--- src/design/pllsel_pkg.sv ---
// Purpose: constants for the input loop reference and feedback selection block
// Assumes: 10-bit register addresses, 8-bit register data
// Notes: reserved bits are not stored and read as zero
package pllsel_pkg;
    localparam int ADDR_W = 10;
    localparam int DATA_W = 8;
    localparam logic [9:0] ADDR_ZD_RX_MODE = 10'h01b;
    localparam logic [9:0] ADDR_MISC_CTRL = 10'h01c;
    // zero_delay_and_receiver_mode fields
    localparam int ZD_MODE_BIT = 5;
    localparam int FB_OSC_BIT = 4;
    localparam int ZD_SE_SEL_BIT = 3;
    localparam int ZD_DIFF_BIT = 2;
    localparam int BK_SE_SEL_BIT = 1;
    localparam int PR_SE_SEL_BIT = 0;
    localparam logic [7:0] ZD_RX_MASK = 8'h3f;
    localparam logic [7:0] ZD_RX_RESET = 8'h00;
    // input_loop_misc_control fields
    localparam int BK_RDIV_SHARE_BIT = 7;
    localparam int MIDSUPPLY_BIT = 6;
    localparam int SEL_MODE_HI = 4;
    localparam int SEL_MODE_LO = 2;
    localparam logic [7:0] MISC_MASK = 8'hdc;
    localparam logic [7:0] MISC_RESET = 8'h00;
    // reference selection mode codes
    localparam logic [2:0] SEL_NONREVERT = 3'h0;
    localparam logic [2:0] SEL_REVERT = 3'h1;
    localparam logic [2:0] SEL_FORCE_PRIMARY = 3'h2;
    localparam logic [2:0] SEL_FORCE_BACKUP = 3'h3;
    localparam int SEL_PIN_BIT = 2;
    // feedback path encodings
    localparam logic [1:0] FB_PATH_OSC = 2'h0;
    localparam logic [1:0] FB_PATH_ZD_EXT = 2'h1;
    localparam logic [1:0] FB_PATH_INTERNAL = 2'h2;
    typedef enum logic {PLLSEL_ON_PRIMARY, PLLSEL_ON_BACKUP} pllsel_state_t;
endpackage : pllsel_pkg

--- src/design/pllsel_top.sv ---
// Purpose: input loop feedback path, receiver mode and reference selection control
// Assumes: register port on mclk_in; pin and detector inputs are asynchronous
// Notes: all outputs registered; ce_in low freezes all state
// Function
// - zero delay select honoured only when feedback bit 0
// - internal mode powers down pin, feeds channel 0
// - external mode enables pin receiver, feeds pin
// - feedback bit 1 uses oscillator input receiver
// - zero delay differential bit picks differential reception
// - zero delay single-ended bit picks active pin
// - backup single-ended bit picks active pin
// - primary single-ended bit picks active pin
// - backup divider shares primary setting when set
// - force control voltage midsupply on clock failure
// - three-bit selection mode field, bits 4:2, reset 000
// - register mode codes nonrevert, revert, force primary, backup
// - top mode bit: select pin picks reference
// - backup single-ended select only when not differential
`timescale 1ns/1ns
module pllsel_top (
    // clock, reset, enable
    input wire logic mclk_in,
    input wire logic sys_rst_in,
    input wire logic ce_in,
    // register port
    input wire logic [9:0] reg_addr_in,
    input wire logic [7:0] reg_wdata_in,
    input wire logic reg_wr_in,
    input wire logic reg_rd_in,
    output logic [7:0] reg_rdata_out,
    // receiver mode bits held elsewhere
    input wire logic primary_diff_en_in,
    input wire logic backup_diff_en_in,
    // pins and detectors, asynchronous
    input wire logic ref_sel_pin_in,
    input wire logic primary_lost_in,
    input wire logic backup_lost_in,
    input wire logic clock_fail_in,
    // zero delay receiver and feedback
    output logic [1:0] fb_path_out,
    output logic zd_rx_enable_out,
    output logic zd_rx_diff_out,
    output logic zd_se_pin_sel_out,
    // reference receivers
    output logic primary_se_pin_sel_out,
    output logic backup_diff_out,
    output logic backup_se_pin_sel_out,
    output logic backup_rdiv_share_out,
    // loop control
    output logic oscillator_control_midsupply_out,
    output logic active_backup_out
);
    logic [7:0] zd_rx_r;
    logic [7:0] misc_r;
    logic [3:0] sync1_r;
    logic [3:0] sync2_r;
    pllsel_pkg::pllsel_state_t state_r;
    pllsel_pkg::pllsel_state_t state_nxt;

    // register address match, shared by write and read decode
    function automatic logic addr_hit(input logic [9:0] addr, input logic [9:0] target);
        return addr == target;
    endfunction : addr_hit

    // single-ended pin select, held low while the receiver is differential
    function automatic logic se_pick(input logic diff_en, input logic sel_bit);
        return !diff_en && sel_bit;
    endfunction : se_pick

    // register port decode
    wire hit_zd = addr_hit(reg_addr_in, pllsel_pkg::ADDR_ZD_RX_MODE);
    wire hit_misc = addr_hit(reg_addr_in, pllsel_pkg::ADDR_MISC_CTRL);
    wire wr_zd = reg_wr_in && hit_zd;
    wire wr_misc = reg_wr_in && hit_misc;
    wire [7:0] zd_rx_wval = reg_wdata_in & pllsel_pkg::ZD_RX_MASK;
    wire [7:0] misc_wval = reg_wdata_in & pllsel_pkg::MISC_MASK;
    wire [7:0] rd_data = hit_zd ? zd_rx_r : hit_misc ? misc_r : 8'h00;

    // pins and detectors after two flops
    wire [3:0] async_bits = {clock_fail_in, backup_lost_in, primary_lost_in, ref_sel_pin_in};
    wire pin_s = sync2_r[0];
    wire pr_lost_s = sync2_r[1];
    wire bk_lost_s = sync2_r[2];
    wire fail_s = sync2_r[3];

    // register field decode
    wire fb_osc = zd_rx_r[pllsel_pkg::FB_OSC_BIT];
    wire zd_internal = zd_rx_r[pllsel_pkg::ZD_MODE_BIT];
    wire zd_diff = zd_rx_r[pllsel_pkg::ZD_DIFF_BIT];
    wire [2:0] sel_mode = misc_r[pllsel_pkg::SEL_MODE_HI:pllsel_pkg::SEL_MODE_LO];
    wire pin_mode = sel_mode[pllsel_pkg::SEL_PIN_BIT];
    wire revert_mode = (sel_mode == pllsel_pkg::SEL_REVERT);

    // automatic switching conditions
    wire go_backup = pr_lost_s && !bk_lost_s;
    wire go_primary = !pr_lost_s && (bk_lost_s || revert_mode);

    // output next values
    wire [1:0] fb_path_nxt = fb_osc ? pllsel_pkg::FB_PATH_OSC :
                             zd_internal ? pllsel_pkg::FB_PATH_INTERNAL :
                             pllsel_pkg::FB_PATH_ZD_EXT;
    wire zd_en_nxt = !fb_osc && !zd_internal;
    wire zd_diff_nxt = zd_diff;
    wire zd_se_nxt = se_pick(zd_diff, zd_rx_r[pllsel_pkg::ZD_SE_SEL_BIT]);
    wire pr_se_nxt = se_pick(primary_diff_en_in, zd_rx_r[pllsel_pkg::PR_SE_SEL_BIT]);
    wire bk_diff_nxt = backup_diff_en_in;
    wire bk_se_nxt = se_pick(backup_diff_en_in, zd_rx_r[pllsel_pkg::BK_SE_SEL_BIT]);
    wire rdiv_share_nxt = misc_r[pllsel_pkg::BK_RDIV_SHARE_BIT];
    wire midsupply_nxt = misc_r[pllsel_pkg::MIDSUPPLY_BIT] && fail_s;
    wire active_backup_nxt = (state_nxt == pllsel_pkg::PLLSEL_ON_BACKUP);

    always_comb begin
        state_nxt = state_r;
        if (pin_mode) begin
            state_nxt = pin_s ? pllsel_pkg::PLLSEL_ON_BACKUP : pllsel_pkg::PLLSEL_ON_PRIMARY;
        end else begin
            case (sel_mode)
                pllsel_pkg::SEL_FORCE_PRIMARY: state_nxt = pllsel_pkg::PLLSEL_ON_PRIMARY;
                pllsel_pkg::SEL_FORCE_BACKUP: state_nxt = pllsel_pkg::PLLSEL_ON_BACKUP;
                pllsel_pkg::SEL_NONREVERT, pllsel_pkg::SEL_REVERT: begin
                    case (state_r)
                        pllsel_pkg::PLLSEL_ON_PRIMARY: begin
                            if (go_backup) begin
                                state_nxt = pllsel_pkg::PLLSEL_ON_BACKUP;
                            end
                        end
                        pllsel_pkg::PLLSEL_ON_BACKUP: begin
                            if (go_primary) begin
                                state_nxt = pllsel_pkg::PLLSEL_ON_PRIMARY;
                            end
                        end
                        default: state_nxt = pllsel_pkg::PLLSEL_ON_PRIMARY;
                    endcase
                end
                default: state_nxt = state_r;
            endcase
        end
    end

    // two-flop synchroniser
    always_ff @(posedge mclk_in or posedge sys_rst_in) begin
        if (sys_rst_in) begin
            sync1_r <= 4'h0;
            sync2_r <= 4'h0;
        end else if (ce_in) begin
            sync1_r <= async_bits;
            sync2_r <= sync1_r;
        end
    end

    // zero delay and receiver mode register
    always_ff @(posedge mclk_in or posedge sys_rst_in) begin
        if (sys_rst_in) begin
            zd_rx_r <= pllsel_pkg::ZD_RX_RESET;
        end else if (ce_in && wr_zd) begin
            zd_rx_r <= zd_rx_wval;
        end
    end

    // input loop misc control register
    always_ff @(posedge mclk_in or posedge sys_rst_in) begin
        if (sys_rst_in) begin
            misc_r <= pllsel_pkg::MISC_RESET;
        end else if (ce_in && wr_misc) begin
            misc_r <= misc_wval;
        end
    end

    // read data, held until the next read
    always_ff @(posedge mclk_in or posedge sys_rst_in) begin
        if (sys_rst_in) begin
            reg_rdata_out <= 8'h00;
        end else if (ce_in && reg_rd_in) begin
            reg_rdata_out <= rd_data;
        end
    end

    // reference selection state
    always_ff @(posedge mclk_in or posedge sys_rst_in) begin
        if (sys_rst_in) begin
            state_r <= pllsel_pkg::PLLSEL_ON_PRIMARY;
        end else if (ce_in) begin
            state_r <= state_nxt;
        end
    end

    // feedback path and zero delay receiver outputs
    always_ff @(posedge mclk_in or posedge sys_rst_in) begin
        if (sys_rst_in) begin
            fb_path_out <= pllsel_pkg::FB_PATH_ZD_EXT;
            zd_rx_enable_out <= 1'b1;
            zd_rx_diff_out <= 1'b0;
            zd_se_pin_sel_out <= 1'b0;
        end else if (ce_in) begin
            fb_path_out <= fb_path_nxt;
            zd_rx_enable_out <= zd_en_nxt;
            zd_rx_diff_out <= zd_diff_nxt;
            zd_se_pin_sel_out <= zd_se_nxt;
        end
    end

    // reference receiver outputs
    always_ff @(posedge mclk_in or posedge sys_rst_in) begin
        if (sys_rst_in) begin
            primary_se_pin_sel_out <= 1'b0;
            backup_diff_out <= 1'b0;
            backup_se_pin_sel_out <= 1'b0;
            backup_rdiv_share_out <= 1'b0;
        end else if (ce_in) begin
            primary_se_pin_sel_out <= pr_se_nxt;
            backup_diff_out <= bk_diff_nxt;
            backup_se_pin_sel_out <= bk_se_nxt;
            backup_rdiv_share_out <= rdiv_share_nxt;
        end
    end

    // loop control outputs
    always_ff @(posedge mclk_in or posedge sys_rst_in) begin
        if (sys_rst_in) begin
            oscillator_control_midsupply_out <= 1'b0;
            active_backup_out <= 1'b0;
        end else if (ce_in) begin
            oscillator_control_midsupply_out <= midsupply_nxt;
            active_backup_out <= active_backup_nxt;
        end
    end
endmodule : pllsel_top

--- config.mk ---
export PLATFORM = sky130hd
export DESIGN_NAME = pllsel_top
export DESIGN_NICKNAME = d
export VERILOG_FILES = /design/src/design/pllsel_pkg.sv /design/src/design/pllsel_top.sv
export SDC_FILE = /design/constraint.sdc
export NUM_CORES = 1
export LEC_CHECK = 0
export BUFFER_PORTS_ARGS = -buffer_cell sky130_fd_sc_hd__buf_2
export CAP_MARGIN = 20
export CORE_ASPECT_RATIO = 2
export CORE_UTILIZATION = 25
export CTS_CLUSTER_DIAMETER = 40
export DETAILED_ROUTE_END_ITERATION = 7
export PLACE_DENSITY = 0.5
export REMOVE_ABC_BUFFERS = 1
export SETUP_SLACK_MARGIN = 0.2
export SLEW_MARGIN = 10
export SYNTH_ARGS = -nofsm -noshare
export SYNTH_HDL_FRONTEND = slang
export SYNTH_SLANG_ARGS = --single-unit
--- constraint.sdc ---
create_clock -name mclk_in -period 1.1 [get_ports mclk_in]
set_clock_uncertainty 0.2 [all_clocks]
set_input_delay 0.11 -clock mclk_in [delete_from_list [all_inputs] [get_ports mclk_in]]
set_output_delay 0.11 -clock mclk_in [all_outputs]
set_load 0.05 [all_outputs]
Yosys cells after proc, flatten, opt, wreduce, memory -nomap -nowiden. Cells that the tools add are included.

Bitwise operators: 1. Muxes and demuxes: 10. Reduce and logical (&&, ||, !) cells: 24. Equal/unequal tests: 5.

Operator list (count): equality test 10 x 5 -> 1 bit, second input constant (2); two-way mux 8 bit (2); logical AND 1 bit (12); logical NOT 1 bit (7); equality test 3 x 2 -> 1 bit, second input constant (2); two-way mux 1 bit (4); two-way mux 2 bit (2); nonzero test 4 bit (1); equality test 3 x 1 -> 1 bit, second input constant (1); logical NOT 3 bit (1); one-hot mux 1 bit (3 select lines) (1); one-hot mux 1 bit (2 select lines) (1); AND reduction 2 bit (1); OR reduction 2 bit (1); logical OR 1 bit (1); NOT 1 bit (1).

Flip-flop bits (word level): 38. Word-level logic and storage cells: 55. Output and inout bits: 19. Input bits: 29.

Longest topological paths before layout. Gate-level depths: netlist (run 1).

Depth after elaboration: 7. Mapped depth: 4. Gate-level depth less buffers: 3.

Worst setup path after synthesis (run 1). Ideal clock, no wire load.

Path type: input -> register. Start: input reg_addr_in[9]. End: register misc_r[2]. Slack: -708 ps. Data arrival time: 1483 ps. Stages: 4. Required time: 775 ps. Path buffers: 1. Library setup time: 125 ps. Cells stage by stage: or3b_4 or4_4 buf_6 mux2_4.

Longest elaborated chain between the ends: 3.

RTL lines: start, declared (RTL line pllsel_top.sv:26) `input wire logic [9:0] reg_addr_in,`; equality test 10 x 5 -> 1 bit (RTL line pllsel_top.sv:62) `return addr == target;`; logical AND 1 bit (RTL line pllsel_top.sv:74) `wire wr_misc = reg_wr_in && hit_misc;`; logical AND 1 bit (RTL line pllsel_top.sv:164) `end else if (ce_in && wr_misc) begin`; end signal, assigned (RTL line pllsel_top.sv:163) `misc_r <= pllsel_pkg::MISC_RESET;`; end signal, assigned (RTL line pllsel_top.sv:165) `misc_r <= misc_wval;`; end, declared (RTL line pllsel_top.sv:54) `logic [7:0] misc_r;`.

No other way between the ends. A chain may end at the register's enable or synchronous reset.

Worst setup path after layout (run 1).
Start: input reg_addr_in[8]. End: register misc_r[4].

Same word-level chain as after synthesis.

==> impl_metrics.env, run 1 <==
export IMPL_hpwl_um=2620
export IMPL_core_rowCount=40
export IMPL_multi_input_area_um2=694
export IMPL_core_um2=6010
export IMPL_cts_made_buffers=5
export IMPL_fmax_ghz=0.624
export IMPL_grt_pass1_wl_um=6780
export IMPL_grtUsageTotal_pct=13.9
export IMPL_fin_crit_ns=1.60
export IMPL_fin_tns_setup_ns=-7.70
export IMPL_placed_area_um2=1940
export IMPL_fill_cells=547
export IMPL_synthCells=113
export IMPL_violations="DRC, hold timing, setup timing"
export IMPL_fp_dieH_um=114
export IMPL_grt_antenna_before_repair=0
export IMPL_hold_class="primary input to register"
export IMPL_clk_pin_slew_ns=0.06
export IMPL_hold_viol_final=17
export IMPL_synth_seq_cells=37
export IMPL_nets=220
export IMPL_overflow=0
export IMPL_drive_gt1_share_pct=60.9
export IMPL_power_frac_comb_pct=12.8
export IMPL_drtIter0Drc=50
export IMPL_crit_chain="buf_6 > or3b_4 > or4_4 > mux2_4"
export IMPL_rrSetupSlack_ns=-0.11
export IMPL_io_pins=48
export IMPL_place_gp_congestion=0.723
export IMPL_cp_slowest_cell="or4_4"
export IMPL_p_sw_uw=825
export IMPL_synth_distinct_cells=31
export IMPL_cap_violations=0
export IMPL_met2_length_um=2430
export IMPL_ant_nets=0
export IMPL_die_width_um=57.9
export IMPL_p_leak_uw=0.00129
export IMPL_n_antenna_cell=0
export IMPL_grt_max_degree=38
export IMPL_slew_violations=0
export IMPL_io_buffer_count=47
export IMPL_netlist_area_um2=1560
export IMPL_cts_hold_buf=2
export IMPL_p_clk_share_pct=46.3
export IMPL_post_route_drc_count=4
export IMPL_worstMarginPinSlew_ns=0.272
export IMPL_p_int_uw=2740
export IMPL_cp_max_fo=5
export IMPL_insertion_delay_ns=0.28
export IMPL_cts_sinks=37
export IMPL_cp_end_kind="register"
export IMPL_fin_ws_ns=-0.502
export IMPL_setup_viol=39
export IMPL_power_frac_seq_pct=40.9
export IMPL_post_drt_via_cell_ratio=4.78
export IMPL_syn_area_per_cell_um2=13.8
export IMPL_wl_met3_um=175
export IMPL_startpoint="reg_addr_in[8]"
export IMPL_wl_met1_um=1680
export IMPL_timing_rr_end="state_r$_DFFE_PP0P_"
export IMPL_wl_um=4400
export IMPL_floorplan_initialDensity_pct=26.0
export IMPL_worstSetupStartpointType="primary input"
export IMPL_first_pass_iters=6
export IMPL_crit_path_end="misc_r[4]$_DFFE_PP0P_"
export IMPL_critPathMaxStageDelay_ns=0.63
export IMPL_fin_area_um2=2620
export IMPL_cts_buffer_depth=2
export IMPL_power_density_nw_per_um2=1360
export IMPL_required_ns=1.06
export IMPL_rr_startpoint="sync2_r[1]$_DFFE_PP0P_"
export IMPL_slew_headroom_pct=81.8
export IMPL_critical_path_class="primary input to register"
export IMPL_seq_area_um2=927
export IMPL_htree_levels=2
export IMPL_grt_setup_unrepaired="yes"
export IMPL_hold_slack_ns=-0.141
export IMPL_dr_total_vias=1220
export IMPL_worstRegToRegCells=3
export IMPL_clockRootBuffer="clkbuf_16"
export IMPL_synthToLayoutAreaGrowth_pct=67.8
export IMPL_cts_tree="done"
export IMPL_peakVddDrop_v=0.00110
export IMPL_die_area_um2=6590
export IMPL_top_layer="met4"
export IMPL_arrival_ns=1.57
export IMPL_period_share_pct=146
export IMPL_grt_pass1_vias=1356
export IMPL_yosys_warnings=0
export IMPL_status="finished with violations"
export IMPL_wl_per_cell_um=17.3
export IMPL_ys_seq_area_share_pct=59.4
export IMPL_swShare_pct=23.1
-- stage by stage --
step | cells | total power, uW | setup slack [ns] | util (%)
2_1_floorplan | 108 | 1630 | -0.654 | -
3_3_place_gp | 227 | 1760 | -0.774 | 32.3
3_5_place_dp | 227 | 1770 | -0.798 | 32.3
4_1_cts | 246 | 3550 | -0.472 | 41.1
5_1_grt | 255 | 3690 | -0.516 | 43.6
6_report | 255 | 3570 | -0.502 | 43.6
-- layout make-up --
| class | instances | share of cell area [%] |
|---|---|---|
| clock buffers | 5 | 4.78 |
| clock inverters | 3 | 1.67 |
| inverters | 7 | 1.15 |
| multi-input cells | 64 | 26.5 |
| flip-flops and latches | 37 | 35.4 |
| well taps | 63 | 3.01 |
| repair buffers | 76 | 27.5 |
-- power groups by stage --
stage,Sequential (uW),Clock [uW],Combinational (uW)
after floorplan,1520,0,109
after global placement,1470,0,287
after detailed placement,1470,0,298
after CTS,1460,1690,402
after global routing,1460,1740,486
final,1460,1650,457
-- layout by cell type, fill, tap and decap left out, types with 3 or more instances in the layout --
cell	netlist	layout
a221o_1	3	3
buf_4	1	14
and2_0	3	3
clkbuf_16	0	7
buf_2	1	26
dfrtp_1	36	36
nand2_1	3	3
buf_12	0	3
mux2_4	5	21
o21ai_1	0	4
buf_6	1	26
nor4_4	1	3
a22o_1	5	5
nand3b_1	5	5
inv_1	7	5
-- Yosys cell counts (all sizes together) --
cell type | n | area (um2)
dfrtp | 36 | 901
mux2 | 22 | 267
inv | 7 | 26.3
o21ai | 6 | 30.0
a22o | 5 | 43.8
nand3b | 5 | 37.5
buf | 4 | 27.5
a221o | 3 | 30.0
and2 | 3 | 18.8
nand2 | 3 | 11.3
nor4 | 3 | 33.8
nand4b | 2 | 17.5
or3b | 2 | 20.0
a221oi | 1 | 8.76
a31oi | 1 | 6.26
clkbuf | 1 | 3.75
dfstp | 1 | 26.3
nand2b | 1 | 6.26
nand3 | 1 | 5.00
nor2 | 1 | 3.75
nor2b | 1 | 6.26
o21bai | 1 | 7.51
o22ai | 1 | 6.26
or2 | 1 | 6.26
or4 | 1 | 11.3
-- layer usage --
| layer | up-vias | GRT usage, % |
|---|---|---|
| li1 | 564 | - |
| met1 | 608 | 15.0 |
| met2 | 40 | 24.1 |
| met3 | 8 | 3.63 |
| met4 | 0 | 7.62 |
| met5 | - | 0 |
-- how the worst min path moves through the flow --
| stage | cells past startpoint | endpoint | start |
|---|---|---|---|
| floorplan | 1 | primary_se_pin_sel_out$_DFFE_PP0P_ | primary_diff_en_in |
| global placement | 3 | sync1_r[3]$_DFFE_PP0P_ | sys_rst_in |
| detailed placement | 3 | sync1_r[3]$_DFFE_PP0P_ | sys_rst_in |
| CTS | 2 | misc_r[7]$_DFFE_PP0P_ | reg_wdata_in[7] |
| global route | 2 | sync1_r[3]$_DFFE_PP0P_ | clock_fail_in |
| finish | 2 | misc_r[7]$_DFFE_PP0P_ | reg_wdata_in[7] |
-- critical path, delay by kind of cell --
| kind | cells | cell delay (ns) |
|---|---|---|
| muxes | 1 | 0.32 |
| buffers and inverters | 1 | 0.09 |
| and+or+nand+nor | 2 | 1.04 |
-- repair_timing --
| item | in CTS | in global routing |
|---|---|---|
| hold endpoints to repair | 55 | 17 |
| pin swaps | 10 | 10 |
| endpoints found under the setup margin | 53 | 56 |
| buffers inserted | 8 | 7 |
| cloned | 1 | 2 |
| resized for setup | 72 | 11 |
-- cells by family (layout without fill, tap and decap cells) --
kind of cell | count (synthesis) | count (layout) | synth area share [%]
flops | 37 | 37 | 59.4
simple gates | 24 | 24 | 11.4
mux | 22 | 22 | 17.1
compound gates | 18 | 18 | 8.49
buf+inv | 12 | 91 | 3.69
-- registers in the layout (all words and copies together) (netlist names) --
signal                            cells
reg_rdata_out                         8
zd_rx_r                               6
misc_r                                5
sync1_r                               4
sync2_r                               4
backup_diff_out                       1
backup_rdiv_share_out                 1
backup_se_pin_sel_out                 1
fb_path_out                           1
oscillator_control_midsupply_out      1
primary_se_pin_sel_out                1
state_r                               1
zd_rx_diff_out                        1
zd_rx_enable_out                      1
zd_se_pin_sel_out                     1
Note: power is estimated with default switching activity, not from simulation.
==> inputs of run 2 (changes only) <==
- CELL_PAD_IN_SITES_DETAIL_PLACEMENT: not set -> 0
- CELL_PAD_IN_SITES_GLOBAL_PLACEMENT: not set -> 1
- CORE_UTILIZATION: 25 -> 36
- PLACE_DENSITY: 0.5 -> 0.79
==> impl_metrics.env, run 2 (synthesis gave the netlist of run 1 again) <==
export IMPL_status="finished with violations"
export IMPL_violations="hold timing, setup timing"
export IMPL_cp_num_cells=4
export IMPL_grt_antenna_before_repair=0
export IMPL_insertion_delay_ns=0.28
export IMPL_hpwl_um=2530
export IMPL_post_drt_via_cell_ratio=5.06
export IMPL_ant_nets=0
export IMPL_cp_slowest_cell="or4_4"
export IMPL_cts_hold_buf=1
export IMPL_hold_slack_ns=-0.436
export IMPL_largest_register_ffs=8
export IMPL_wl_um=3550
export IMPL_reg_largest_list="reg_rdata_out (8), zd_rx_r (6), misc_r (5)"
export IMPL_cts_sinks=37
export IMPL_htree_levels=2
export IMPL_p_sw_uw=650
export IMPL_final_common_cell="dfrtp_1"
export IMPL_grtUsageTotal_pct=17.5
export IMPL_hold_viol_final=53
export IMPL_power_density_nw_per_um2=1150
export IMPL_power_frac_comb_pct=13.3
export IMPL_critPathMaxStageDelay_ns=0.62
export IMPL_p_clk_share_pct=32.6
export IMPL_die_area_um2=4620
export IMPL_grt_pass1_vias=1247
export IMPL_final_core_util_pct=56.3
export IMPL_crit_buf_inv=1
export IMPL_slew_headroom_pct=77.4
export IMPL_period_share_pct=142
export IMPL_first_pass_iters=4
export IMPL_overflow=0
export IMPL_worstMarginPinSlew_ns=0.339
export IMPL_final_cell_mix="dfrtp_1, buf_6, buf_2, mux2_4, buf_4"
export IMPL_clk_pin_slew_ns=0.07
export IMPL_grt_pass1_wl_um=5980
export IMPL_worstRegToRegCells=3
export IMPL_regMostFlops="reg_rdata_out"
export IMPL_clockRootBuffer="clkbuf_8"
export IMPL_die_width_um=48.6
export IMPL_slew_violations=0
export IMPL_cts_made_buffers=5
export IMPL_drtIter0Drc=15
export IMPL_post_route_drc_count=0
export IMPL_grt_setup_unrepaired="yes"
export IMPL_nets=212
export IMPL_drive_gt1_share_pct=59.2
export IMPL_hold_class="primary input to asynchronous set/reset pin"
export IMPL_n_antenna_cell=0
export IMPL_fill_cells=360
export IMPL_peakVddDrop_v=0.00103
export IMPL_worstSetupStartpointType="primary input"
export IMPL_io_pins=48
export IMPL_cp_max_fo=5
export IMPL_crit_chain="buf_6 > or3b_4 > or4_4 > mux2_4"
export IMPL_place_inst=218
export IMPL_power_frac_seq_pct=54.1
export IMPL_cts_buffer_depth=2
export IMPL_core_rowCount=33
export IMPL_p_leak_uw=0.00114
export IMPL_arrival_ns=1.53
export IMPL_setup_viol=39
export IMPL_cap_violations=0
export IMPL_dr_total_vias=1195
export IMPL_place_gp_congestion=0.791
export IMPL_floorplan_initialDensity_pct=37.8
export IMPL_fin_cells=236
export IMPL_grt_max_degree=29
export IMPL_wl_per_cell_um=15.0
export IMPL_synthToLayoutAreaGrowth_pct=49.0
export IMPL_crit_family="simple AND/OR/NAND/NOR gates"
export IMPL_fin_crit_ns=1.57
export IMPL_fp_dieH_um=95.1
export IMPL_cp_end_kind="register"
export IMPL_io_buffer_count=47
export IMPL_fin_ws_ns=-0.465
export IMPL_required_ns=1.06
export IMPL_core_um2=4130
export IMPL_p_int_uw=2030
export IMPL_swShare_pct=24.2
export IMPL_critical_path_class="primary input to register"
export IMPL_fmax_ghz=0.639
export IMPL_cts_tree="done"
## run 2: changes by cell type in the layout (fill, tap and decap cells not counted), moves of 2 or more
cell       change
inv_2          +2
mux2_2         +6
buf_12         -2
clkbuf_8       +5
mux2_4         -6
buf_4          -3
clkbuf_16      -7
## run 2: worst paths after layout
check	end	slack, ns	start
max	misc_r[3]$_DFFE_PP0P_	-0.47	reg_addr_in[8]
min	reg_rdata_out[0]$_DFFE_PP0P_	-0.44	sys_rst_in
max in group asynchronous	zd_rx_enable_out$_DFFE_PP1P_	0.66	sys_rst_in
max reg2reg	state_r$_DFFE_PP0P_	-0.06	sync2_r[1]$_DFFE_PP0P_
min in group mclk_in	misc_r[7]$_DFFE_PP0P_	-0.14	reg_wdata_in[7]
min reg2reg	sync2_r[2]$_DFFE_PP0P_	0.29	sync1_r[2]$_DFFE_PP0P_
## run 2: timing repair
item | in CTS | in global routing
endpoints found under the hold margin | 54 | 53
setup endpoints to repair | 52 | 55
gates resized for setup | 61 | 13
pin swaps | 8 | 2
gates cloned | 0 | 0
buffers inserted | 2 | 7
## run 2: area by class of cell
cell class / instances / area (um2) / share of cell area [%]
multi-input cells: 64 / 648 / 27.9
inverters: 7 / 26.3 / 1.13
clock inverters: 2 / 10.0 / 0.430
clock buffers: 6 / 72.6 / 3.12
well taps: 52 / 65.1 / 2.80
flip-flops and latches: 37 / 927 / 39.9
repair buffers: 68 / 577 / 24.8
## run 2: per-stage QoR
step	TNS (ns)	area, um2	power, uW	hold WS [ns]	setup WS [ns]
after floorplan	-12.68	1530	1630	0.00995	-0.654
after global placement	-14.04	1930	1750	-0.152	-0.737
after detailed placement	-14.80	1930	1770	-0.127	-0.756
after CTS	-7.67	2230	2690	-0.433	-0.455
after global routing	-8.73	2330	2800	-0.419	-0.473
final	-7.57	2330	2680	-0.436	-0.465
## run 2: power by group through the flow
stage / registers (uW) / logic [uW] / clock network, uW
after floorplan: 1520 / 109 / 0
after global placement: 1470 / 283 / 0
after detailed placement: 1470 / 293 / 0
after CTS: 1450 / 331 / 911
after global routing: 1460 / 387 / 952
final: 1450 / 358 / 874
## run 2: layer usage
metal  part of all wire [%]  track usage (%)  vias to the layer above
met4                    2.4             8.33                        0
met1                     38             18.5                      607
met5                      0                0                        -
met2                     56             33.0                       33
li1                       -                -                      547
met3                    2.9             3.03                        8
